==> config.mk <==
export PLATFORM = sky130hd
export DESIGN_NAME = period_match_timer_8bit
export DESIGN_NICKNAME = d
export VERILOG_FILES = /design/src/period_match_timer_8bit.v
export VERILOG_INCLUDE_DIRS = /design/src
export SDC_FILE = /design/constraint.sdc
export NUM_CORES = 1
export LEC_CHECK = 0
export ABC_AREA = 1
export BUFFER_PORTS_ARGS = -buffer_cell sky130_fd_sc_hd__buf_4
export CAP_MARGIN = 20
export CORE_UTILIZATION = 35
export DETAILED_ROUTE_END_ITERATION = 12
export GPL_ROUTABILITY_DRIVEN = 0
export PLACE_DENSITY = 0.56
export SYNTH_ARGS = -nofsm -noshare
export SYNTH_HDL_FRONTEND = slang
export SYNTH_SLANG_ARGS = --single-unit
==> constraint.sdc <==
create_clock -name CORE_CLK -period 1.6 [get_ports CORE_CLK]
set_clock_uncertainty 0.05 [all_clocks]
set_input_delay 0.32 -clock CORE_CLK [delete_from_list [all_inputs] [get_ports CORE_CLK]]
set_output_delay 0.32 -clock CORE_CLK [all_outputs]
set_load 0.005 [all_outputs]
==> src/period_match_timer_defs.vh <==
// Constants for the period match timer: offsets, fields, reset values
`ifndef PERIOD_MATCH_TIMER_DEFS_VH
`define PERIOD_MATCH_TIMER_DEFS_VH

`define OFF_COUNT        12'h000
`define OFF_PERIOD       12'h004
`define OFF_CONTROL      12'h008
`define OFF_IRQ_STATUS   12'h00c
`define OFF_IRQ_MASK     12'h010

`define RST_COUNT        8'h00
`define RST_PERIOD       8'hff
`define RST_CONTROL      8'h00

`define CTL_PRE_LSB      0
`define CTL_PRE_MSB      1
`define CTL_RUN_BIT      2
`define CTL_POST_LSB     3
`define CTL_POST_MSB     6
`define CTL_WMASK        8'h7f

`define PRE_DIV4_LAST    4'h3
`define PRE_DIV16_LAST   4'hf

`endif

==> src/period_match_timer_8bit.v <==
// Top module of the 8-bit period match timer with APB register access
//
// The implementer's own choices: the register offsets and the APB interface to the registers.
`default_nettype none
`include "period_match_timer_defs.vh"

module period_match_timer_8bit (
    input  wire        CORE_CLK,
    input  wire        RESET,
    input  wire        QUARTER_TICK,
    input  wire        PSEL,
    input  wire        PENABLE,
    input  wire        PWRITE,
    input  wire [11:0] PADDR,
    input  wire [31:0] PWDATA,
    input  wire [3:0]  PSTRB,
    output reg  [31:0] PRDATA,
    output reg         PREADY,
    output reg         PSLVERR,
    output reg         IRQ,
    output reg         SERIAL_SHIFT_TICK,
    output reg         PWM_TIMEBASE_TICK
);

    // ****************************************
    // Input synchroniser
    // ****************************************
    // Quarter tick comes from the oscillator divider outside this domain
    reg        tick_meta_reg;
    reg        tick_sync_reg;
    reg        tick_prev_reg;
    wire       tick_rise;

    always @(posedge CORE_CLK) begin
        if (RESET) begin
            tick_meta_reg <= 1'b0;
            tick_sync_reg <= 1'b0;
        end else begin
            tick_meta_reg <= QUARTER_TICK;
            tick_sync_reg <= tick_meta_reg;
        end
    end

    // Edge detector resets to the idle low level of the pin, so no false edge follows reset
    always @(posedge CORE_CLK) begin
        if (RESET) begin
            tick_prev_reg <= 1'b0;
        end else begin
            tick_prev_reg <= tick_sync_reg;
        end
    end

    assign tick_rise = tick_sync_reg & ~tick_prev_reg;

    // ****************************************
    // Register bus decode
    // ****************************************
    reg  [7:0] count_reg;
    reg  [7:0] period_reg;
    reg  [7:0] control_reg;
    reg        flag_reg;
    reg        mask_reg;
    reg  [3:0] pre_cnt_reg;
    reg  [3:0] post_cnt_reg;

    wire       access;
    wire       wr;
    wire       lane0;
    wire       hit_count;
    wire       hit_period;
    wire       hit_control;
    wire       hit_status;
    wire       hit_mask;
    wire       mapped;

    // Single cycle access phase: pready is high in every access cycle
    assign access      = PSEL & PENABLE;
    assign wr          = access & PWRITE;
    assign lane0       = PSTRB[0];
    assign hit_count   = (PADDR == `OFF_COUNT);
    assign hit_period  = (PADDR == `OFF_PERIOD);
    assign hit_control = (PADDR == `OFF_CONTROL);
    assign hit_status  = (PADDR == `OFF_IRQ_STATUS);
    assign hit_mask    = (PADDR == `OFF_IRQ_MASK);
    assign mapped      = hit_count | hit_period | hit_control | hit_status | hit_mask;

    wire       wr_count   = wr & hit_count & lane0;
    wire       wr_control = wr & hit_control & lane0;
    wire       wr_period  = wr & hit_period & lane0;
    wire       wr_mask    = wr & hit_mask & lane0;
    wire       wr_status  = wr & hit_status & lane0;
    wire       setup      = PSEL & ~PENABLE;
    wire       rd_setup   = setup & ~PWRITE;

    reg  [31:0] rdata_next;

    always @* begin
        rdata_next = 32'h0000_0000;
        if (hit_count) begin
            rdata_next = {24'h00_0000, count_reg};
        end else if (hit_period) begin
            rdata_next = {24'h00_0000, period_reg};
        end else if (hit_control) begin
            rdata_next = {24'h00_0000, control_reg};
        end else if (hit_status) begin
            rdata_next = {31'h0000_0000, flag_reg};
        end else if (hit_mask) begin
            rdata_next = {31'h0000_0000, mask_reg};
        end
    end

    // ****************************************
    // Bus answer
    // ****************************************
    // No wait states: ready follows every setup cycle, so the master never stalls here
    always @(posedge CORE_CLK) begin
        if (RESET) begin
            PREADY <= 1'b0;
        end else begin
            PREADY <= setup;
        end
    end

    // An unmapped address answers with an error and leaves every register alone
    always @(posedge CORE_CLK) begin
        if (RESET) begin
            PSLVERR <= 1'b0;
        end else begin
            PSLVERR <= setup & ~mapped;
        end
    end

    // Read data is sampled at the setup edge and stands until the next read
    always @(posedge CORE_CLK) begin
        if (RESET) begin
            PRDATA <= 32'h0000_0000;
        end else if (rd_setup) begin
            PRDATA <= rdata_next;
        end
    end

    // ****************************************
    // Configuration registers
    // ****************************************
    // A period written below the running count is only met after the count wraps past ffh
    always @(posedge CORE_CLK) begin
        if (RESET) begin
            period_reg <= `RST_PERIOD;
        end else if (wr_period) begin
            period_reg <= PWDATA[7:0];
        end
    end

    // Bit 7 is never stored, so it reads back as zero whatever was written
    always @(posedge CORE_CLK) begin
        if (RESET) begin
            control_reg <= `RST_CONTROL;
        end else if (wr_control) begin
            control_reg <= PWDATA[7:0] & `CTL_WMASK;
        end
    end

    always @(posedge CORE_CLK) begin
        if (RESET) begin
            mask_reg <= 1'b0;
        end else if (wr_mask) begin
            mask_reg <= PWDATA[0];
        end
    end

    // ****************************************
    // Timer fields and internal signals
    // ****************************************
    wire [1:0] pre_sel  = control_reg[`CTL_PRE_MSB:`CTL_PRE_LSB];
    wire [3:0] post_sel = control_reg[`CTL_POST_MSB:`CTL_POST_LSB];
    wire       running  = control_reg[`CTL_RUN_BIT];
    reg  [3:0] pre_last;
    reg  [3:0] pre_cnt_next;
    reg  [7:0] count_next;
    reg  [3:0] post_cnt_next;
    reg        flag_next;
    wire [3:0] pre_cnt_inc;
    wire [7:0] count_inc;
    wire [3:0] post_cnt_inc;
    wire       scaler_clr;
    wire       run_tick;
    wire       pre_tick;
    wire       at_period;
    wire       match;
    wire       post_done;
    wire       clr_flag;

    // ****************************************
    // Scaler restart
    // ****************************************
    // Either software write restarts both scalers at once
    assign scaler_clr = wr_count | wr_control;

    // ****************************************
    // Prescaler
    // ****************************************
    always @* begin
        pre_last = 4'h0;
        if (pre_sel[1]) begin
            pre_last = `PRE_DIV16_LAST;
        end else if (pre_sel[0]) begin
            pre_last = `PRE_DIV4_LAST;
        end
    end

    // An input tick that meets a count or control write is dropped, so the write restarts cleanly
    assign run_tick    = running & tick_rise & ~scaler_clr;
    assign pre_tick    = run_tick & (pre_cnt_reg == pre_last);
    assign pre_cnt_inc = pre_cnt_reg + 4'h1;

    always @* begin
        pre_cnt_next = pre_cnt_reg;
        if (scaler_clr) begin
            pre_cnt_next = 4'h0;
        end else if (pre_tick) begin
            pre_cnt_next = 4'h0;
        end else if (run_tick) begin
            pre_cnt_next = pre_cnt_inc;
        end
    end

    always @(posedge CORE_CLK) begin
        if (RESET) begin
            pre_cnt_reg <= 4'h0;
        end else begin
            pre_cnt_reg <= pre_cnt_next;
        end
    end

    // ****************************************
    // Period counter
    // ****************************************
    assign at_period = (count_reg == period_reg);
    assign match     = pre_tick & at_period;
    assign count_inc = count_reg + 8'h01;

    // A software load wins over the reload and the increment of the same cycle
    always @* begin
        count_next = count_reg;
        if (wr_count) begin
            count_next = PWDATA[7:0];
        end else if (wr_control) begin
            count_next = count_reg;
        end else if (match) begin
            count_next = 8'h00;
        end else if (pre_tick) begin
            count_next = count_inc;
        end
    end

    always @(posedge CORE_CLK) begin
        if (RESET) begin
            count_reg <= `RST_COUNT;
        end else begin
            count_reg <= count_next;
        end
    end

    // ****************************************
    // Postscaler
    // ****************************************
    // Code n lets n+1 matches through per flag, so four bits reach one in sixteen
    assign post_done    = match & (post_cnt_reg == post_sel);
    assign post_cnt_inc = post_cnt_reg + 4'h1;

    always @* begin
        post_cnt_next = post_cnt_reg;
        if (scaler_clr) begin
            post_cnt_next = 4'h0;
        end else if (post_done) begin
            post_cnt_next = 4'h0;
        end else if (match) begin
            post_cnt_next = post_cnt_inc;
        end
    end

    always @(posedge CORE_CLK) begin
        if (RESET) begin
            post_cnt_reg <= 4'h0;
        end else begin
            post_cnt_reg <= post_cnt_next;
        end
    end

    // ****************************************
    // Match flag
    // ****************************************
    assign clr_flag = wr_status & PWDATA[0];

    // Set beats clear so a post_done in the clearing cycle is kept
    always @* begin
        flag_next = flag_reg;
        if (post_done) begin
            flag_next = 1'b1;
        end else if (clr_flag) begin
            flag_next = 1'b0;
        end
    end

    always @(posedge CORE_CLK) begin
        if (RESET) begin
            flag_reg <= 1'b0;
        end else begin
            flag_reg <= flag_next;
        end
    end

    // ****************************************
    // Interrupt request
    // ****************************************
    // Registered so the output comes from a flip-flop, one cycle behind the flag and mask
    always @(posedge CORE_CLK) begin
        if (RESET) begin
            IRQ <= 1'b0;
        end else begin
            IRQ <= flag_reg & mask_reg;
        end
    end

    // ****************************************
    // Exported ticks
    // ****************************************
    // Taken before the postscaler: one pulse per period match
    always @(posedge CORE_CLK) begin
        if (RESET) begin
            SERIAL_SHIFT_TICK <= 1'b0;
        end else begin
            SERIAL_SHIFT_TICK <= match;
        end
    end

    always @(posedge CORE_CLK) begin
        if (RESET) begin
            PWM_TIMEBASE_TICK <= 1'b0;
        end else begin
            PWM_TIMEBASE_TICK <= match;
        end
    end

endmodule // period_match_timer_8bit
`default_nettype wire

---- Yosys cells after proc, flatten, opt, wreduce, memory -nomap -nowiden ----
Cells that the tools add are included.
storage, ports and cells
  flip-flop bits (word level) ............. 72
  bits of input ports ..................... 54
  output and inout port bits .............. 37
  logic and storage cells ................. 78
cells by class
  $add $sub $neg .......................... 3
  eq/ne operators ......................... 8
  multiplexer cells ....................... 13
  bitwise operators ....................... 33
  reduce and logical (&&, ||, !) cells .... 6
operators by type and width
  kind                                            number
  two-way mux 8 bit                               6
  == test 12 x 4 -> 1 bit, second input constant  2
  bitwise AND 1 bit                               23
  == test 12 x 3 -> 1 bit, second input constant  1
  == test 12 x 5 -> 1 bit, second input constant  1
  logical NOT 12 bit                              1
  adder 4 x 1 -> 4 bit, second input constant     2
  adder 8 x 1 -> 8 bit, second input constant     1
  == test 4 bit                                   2
  == test 8 bit                                   1
  two-way mux 7 bit                               1
  OR reduction 3 bit                              2
  inverter 1 bit                                  5
  bitwise OR 1 bit                                5
  two-way mux 1 bit                               4
  two-way mux 4 bit                               1
  nonzero test 3 bit                              1
  two-way mux 2 bit                               1
  != test 2 bit, second input constant            1
  AND reduction 2 bit                             1
  nonzero test 2 bit                              1

---- Logic depth before layout (Yosys ltp) ----
  depth in word-level cells ............... 12
  gate-level depth with buffers ........... 13
  gate-level depth less buffers ........... 13

---- Worst setup path before layout ----
No wires, ideal clock.
  path kind ............................... input port to flip-flop
  from .................................... input port PADDR[7]
  to ...................................... register count_reg[5]
  setup time .............................. 110 ps
  arrival time ............................ 1342 ps
  required time ........................... 1440 ps
  slack ................................... 98 ps
  stages on the path ...................... 11
  buffers on the path ..................... 1
  cells stage by stage .................... nor2_1 > nand2_2 > nor2_8 > nand3_4 > nand3_4 > nor2_4 > buf_6 > nand3_1 > nand3_1 > nand2_1 > inv_1
between the ends
  longest elaborated chain between the ends .. 11
  elaborated cells on any way between the ends .. 17
  those cells by class .................... eq/ne (2); mux (3); bitwise (9); reduce/logical (3)
ends and longest elaborated chain
  what                                                                     line                                                        text
  start, declared                                                          period_match_timer_8bit.v:14                                input wire [11:0] PADDR,
  == test 12 x 4 -> 1 bit (no line) or logical NOT 12 bit (tied branches)  n/a
  bitwise AND 1 bit (on tied branches) (2 in series)                       period_match_timer_8bit.v:88, period_match_timer_8bit.v:87
  bitwise OR 1 bit                                                         period_match_timer_8bit.v:197                               assign scaler_clr = wr_count | wr_control;
  inverter 1 bit                                                           period_match_timer_8bit.v:212                               assign run_tick = running & tick_rise & ~scaler_clr;
  bitwise AND 1 bit                                                        period_match_timer_8bit.v:212
  bitwise AND 1 bit                                                        period_match_timer_8bit.v:213                               assign pre_tick = run_tick & (pre_cnt_reg == pre_last);
  bitwise AND 1 bit                                                        period_match_timer_8bit.v:239                               assign match = pre_tick & at_period;
  two-way mux 8 bit                                                        period_match_timer_8bit.v:249                               end else if (match) begin
  two-way mux 8 bit                                                        period_match_timer_8bit.v:247                               end else if (wr_control) begin
  two-way mux 8 bit                                                        period_match_timer_8bit.v:245                               if (wr_count) begin
  end signal, assigned                                                     period_match_timer_8bit.v:258                               count_reg <= `RST_COUNT;
  end signal, assigned                                                     period_match_timer_8bit.v:260                               count_reg <= count_next;
  end, declared                                                            period_match_timer_8bit.v:58                                reg [7:0] count_reg;
Parallel ways exist; a longest one is shown, timed or not. The select of a mux whose other input is x is not followed.
A chain may end at the register's enable or synchronous reset.

---- Worst setup path in the final report ----
  from .................................... register count_reg[1]
  to ...................................... register post_cnt_reg[2]
between the ends
  longest elaborated chain between the ends .. 4
ends and longest elaborated chain
  what                          line                           text
  == test 8 bit (*)             period_match_timer_8bit.v:238  assign at_period = (count_reg == period_reg);
  bitwise AND 1 bit (*)         period_match_timer_8bit.v:239
  bitwise AND 1 bit             period_match_timer_8bit.v:268  assign post_done = match & (post_cnt_reg == post_sel);
  OR reduction 3 bit (no line)  n/a
  end signal, assigned          period_match_timer_8bit.v:286  post_cnt_reg <= post_cnt_next;
  end, declared                 period_match_timer_8bit.v:64   reg [3:0] post_cnt_reg;
Mark *: on every way between the ends. The rest lies on a longest branch, timed or not.

==> impl_metrics.prom <==
# TYPE chip_impl_metric gauge
chip_impl_info{name="failed_checks",value="DRC"} 1
chip_impl_metric{name="via_count_of_the_first_global_routing_pass",unit=""} 2503
chip_impl_metric{name="placementRows",unit=""} 33
chip_impl_metric{name="vias_per_cell",unit=""} 4.58
chip_impl_metric{name="sequential_area_share_after_synthesis",unit=""} 0.326
chip_impl_info{name="layout_commonest_cell",value="sky130_fd_sc_hd__nand2_1"} 1
chip_impl_metric{name="area_added_between_synthesis_and_finish",unit="%"} 26.5
chip_impl_info{name="ctsRootBufferMaster",value="sky130_fd_sc_hd__clkbuf_8"} 1
chip_impl_metric{name="netlist-cell-type-count",unit=""} 35
chip_impl_metric{name="drc",unit=""} 1
chip_impl_metric{name="synth.ff_latch_count",unit=""} 48
chip_impl_metric{name="core_region_area",unit="µm²"} 8180
chip_impl_metric{name="number_of_buffers_added_by_the_clock_tree_synthesis_step",unit=""} 5
chip_impl_metric{name="post-dp-hpwl",unit="µm"} 5390
chip_impl_metric{name="power.ir.vdd_worst",unit="mV"} 0.325
chip_impl_metric{name="critical_path_peak_fanout",unit=""} 5
chip_impl_metric{name="final_std_cells_w_o_fill",unit=""} 593
chip_impl_metric{name="grt_first_pass_wirelength",unit="µm"} 11500
chip_impl_metric{name="hold_bufs_inserted_after_cts",unit=""} 0
chip_impl_info{name="status",value="finished, violations left"} 1
chip_impl_metric{name="hold_depth",unit=""} 3
chip_impl_metric{name="final_core_utilization",unit=""} 0.456
chip_impl_metric{name="drv.max_cap_violation_count",unit=""} 0
chip_impl_info{name="mostFrequentLayoutCells",value="sky130_fd_sc_hd__nand2_1, sky130_fd_sc_hd__buf_4, sky130_fd_sc_hd__nand3_1"} 1
chip_impl_metric{name="post_dp_cell_area",unit="µm²"} 3540
chip_impl_info{name="top_flip_flop_cell_by_instance_count_after_synthesis",value="sky130_fd_sc_hd__dfxtp_1"} 1
chip_impl_metric{name="number_of_sinks_handled_by_clock_tree_synthesis",unit=""} 48
chip_impl_metric{name="postRouteAntennaNets",unit=""} 0
chip_impl_metric{name="post-route-cell-area",unit="µm²"} 3730
chip_impl_metric{name="detail_route.wl_per_cell",unit="µm"} 11.4
chip_impl_metric{name="port_buffers",unit=""} 39
chip_impl_metric{name="p_per_area",unit="nW/µm²"} 616
chip_impl_info{name="crit_type",value="register to register"} 1
chip_impl_metric{name="die_area",unit="µm²"} 8790
chip_impl_metric{name="timing.final.max_slew_violations",unit=""} 0
chip_impl_metric{name="async_flop_share",unit=""} 0
chip_impl_metric{name="grt_usage",unit=""} 0.168
chip_impl_metric{name="htreeDepth",unit=""} 2
chip_impl_metric{name="final.setup.tns",unit="ns"} 0
chip_impl_info{name="crit_path_end_kind",value="register"} 1
chip_impl_metric{name="synth-edff-count",unit=""} 0
chip_impl_info{name="crit_path_top_delay_cell",value="sky130_fd_sc_hd__dfxtp_1"} 1
chip_impl_metric{name="fin_crit_sh",unit=""} 0.952
chip_impl_metric{name="final_setup_fails",unit=""} 0
chip_impl_metric{name="num_vias",unit=""} 2714
chip_impl_metric{name="placed_cells",unit=""} 582
chip_impl_metric{name="worst-endpoint-arrival",unit="ns"} 1.68
chip_impl_metric{name="total_number_of_yosys_warnings",unit=""} 0
chip_impl_info{name="cp_common_cell",value="sky130_fd_sc_hd__nand2_1"} 1
chip_impl_metric{name="dieWidth",unit="µm"} 93.8
chip_impl_info{name="cts_tree",value="done"} 1
chip_impl_metric{name="number_of_antenna_violations_at_the_first_check_in_global_routing",unit=""} 0
chip_impl_metric{name="max_freq",unit="MHz"} 657
chip_impl_metric{name="total_leakage_power",unit="nW"} 1.73
chip_impl_metric{name="drive_gt1_frac",unit=""} 0.275
chip_impl_metric{name="avgSynthCellArea",unit="µm²"} 7.12
chip_impl_metric{name="worstPathRequired",unit="ns"} 1.76
chip_impl_metric{name="cts_max_path_buffers",unit=""} 2
chip_impl_info{name="startpoint_type_of_the_worst_setup_path",value="register"} 1
chip_impl_metric{name="clk_transition_reported_paths",unit="ns"} 0.09
chip_impl_metric{name="postSynthCellCount",unit=""} 414
chip_impl_metric{name="netlist_area",unit="µm²"} 2950
chip_impl_metric{name="critPathMaxStageDelay",unit="ns"} 0.32
chip_impl_metric{name="die_height",unit="µm"} 93.8
chip_impl_metric{name="wirelength",unit="µm"} 6770
chip_impl_info{name="timing.hold.worst.class",value="input port to register"} 1
chip_impl_metric{name="clkLatencyLatePin",unit="ns"} 0.31
chip_impl_metric{name="antenna_cells",unit=""} 0
chip_impl_metric{name="initial_core_util",unit=""} 0.360
chip_impl_metric{name="final_hold_viol_count",unit=""} 0
chip_impl_metric{name="floorplan.io_pins",unit=""} 91
chip_impl_metric{name="grt_overflow_total",unit=""} 0
chip_impl_metric{name="first_iter_violations",unit=""} 124
chip_impl_metric{name="design.final.nets",unit=""} 544
chip_impl_metric{name="final.min_clock_period",unit="ns"} 1.52
chip_impl_metric{name="ff2ff_path_depth",unit=""} 8
chip_impl_metric{name="grt_max_degree",unit=""} 17
chip_impl_info{name="crit_path_cell_trace",value="buf_4 -> xor2_1 -> nor2_1 -> nand2_1 -> nor2_4 -> nand2_1 -> nand2_1 -> a21oi_2"} 1
chip_impl_metric{name="drt-pass1-iter-count",unit=""} 8
## synthesized netlist by cell type (3+ instances only)
cell,number,area share
sky130_fd_sc_hd__nand2_1,90,0.11
sky130_fd_sc_hd__nand3_1,49,0.083
sky130_fd_sc_hd__dfxtp_1,48,0.33
sky130_fd_sc_hd__inv_1,41,0.052
sky130_fd_sc_hd__nor2_1,39,0.050
sky130_fd_sc_hd__buf_4,27,0.069
sky130_fd_sc_hd__o21ai_0,16,0.027
sky130_fd_sc_hd__a21oi_1,12,0.020
sky130_fd_sc_hd__xor2_1,12,0.036
sky130_fd_sc_hd__nor3_1,9,0.015
sky130_fd_sc_hd__xnor2_1,8,0.024
sky130_fd_sc_hd__a41oi_1,6,0.018
sky130_fd_sc_hd__nand2_2,6,0.013
sky130_fd_sc_hd__clkbuf_1,5,0.0064
sky130_fd_sc_hd__inv_2,5,0.0064
sky130_fd_sc_hd__nor2_4,5,0.019
sky130_fd_sc_hd__a21oi_2,4,0.012
sky130_fd_sc_hd__nand3_4,4,0.024
sky130_fd_sc_hd__ha_1,3,0.013
## power breakdown
group / leakage [nW] / switching (mW) / total, mW / internal, mW
Sequential: 0.393 / 0.00622 / 1.21 / 1.21
Clock: 0.0541 / 0.419 / 0.881 / 0.463
Combinational: 1.28 / 0.105 / 0.200 / 0.0944
## metrics by stage
stage / hold slack, ns / total power, mW / setup slack, ns
final: 0.158 / 2.29 / 0.0772
after global routing: 0.198 / 2.40 / -0.0111
after CTS: 0.150 / 2.33 / 0.0283
after detailed placement: 0.357 / 1.44 / -0.125
after global placement: 0.345 / 1.44 / -0.0923
after floorplan: 0.338 / 1.37 / 0.0981
## repair_timing
action,CTS,global route
setup buffers,0,3
setup endpoints to repair,0,14
gates resized for setup,0,14
## area by class of cell
class | count | area [µm²]
fillers | 836 | 4450
multi-input cells | 303 | 1660
flip-flops and latches | 48 | 971
repair buffers | 81 | 674
inverters | 48 | 180
well taps | 105 | 131
clock buffers | 5 | 68.8
clock inverters | 3 | 42.5
## critical path, delay by kind of cell, from the launching register on
kind            cells  cell delay (ns)
simple gates        5             0.68
flops               1             0.32
buf+inv             1             0.16
xor+xnor            1             0.16
compound gates      1             0.05
## layer usage
layer  up-vias  routed length (µm)  global-route usage
met4         0                 153              0.0615
met2        79                3090               0.279
met5         -                   0                   0
li1       1422                   -                   -
met3        10                 342              0.0332
met1      1203                3180               0.213
## worst paths after layout
| check | start | to | slack, ns |
|---|---|---|---|
| max reg2reg | count_reg[1] | post_cnt_reg[2] | 0.08 |
| min | QUARTER_TICK | tick_meta_reg | 0.16 |
| min reg2reg | tick_meta_reg | tick_sync_reg | 0.36 |
| max | count_reg[1] | post_cnt_reg[2] | 0.08 |
## kinds of logic (layout without fill, tap and decap cells)
kind of cell | count (synthesis) | count (layout) | share of synthesized area
compound gates | 42 | 42 | 0.0879
xor+xnor | 20 | 20 | 0.0594
fa+ha+maj | 3 | 3 | 0.0127
buf+inv | 86 | 137 | 0.151
flops | 48 | 48 | 0.326
other cells | 1 | 24 | 0.00127
simple gates | 214 | 214 | 0.362
Note: power is estimated with default switching activity, not from simulation.
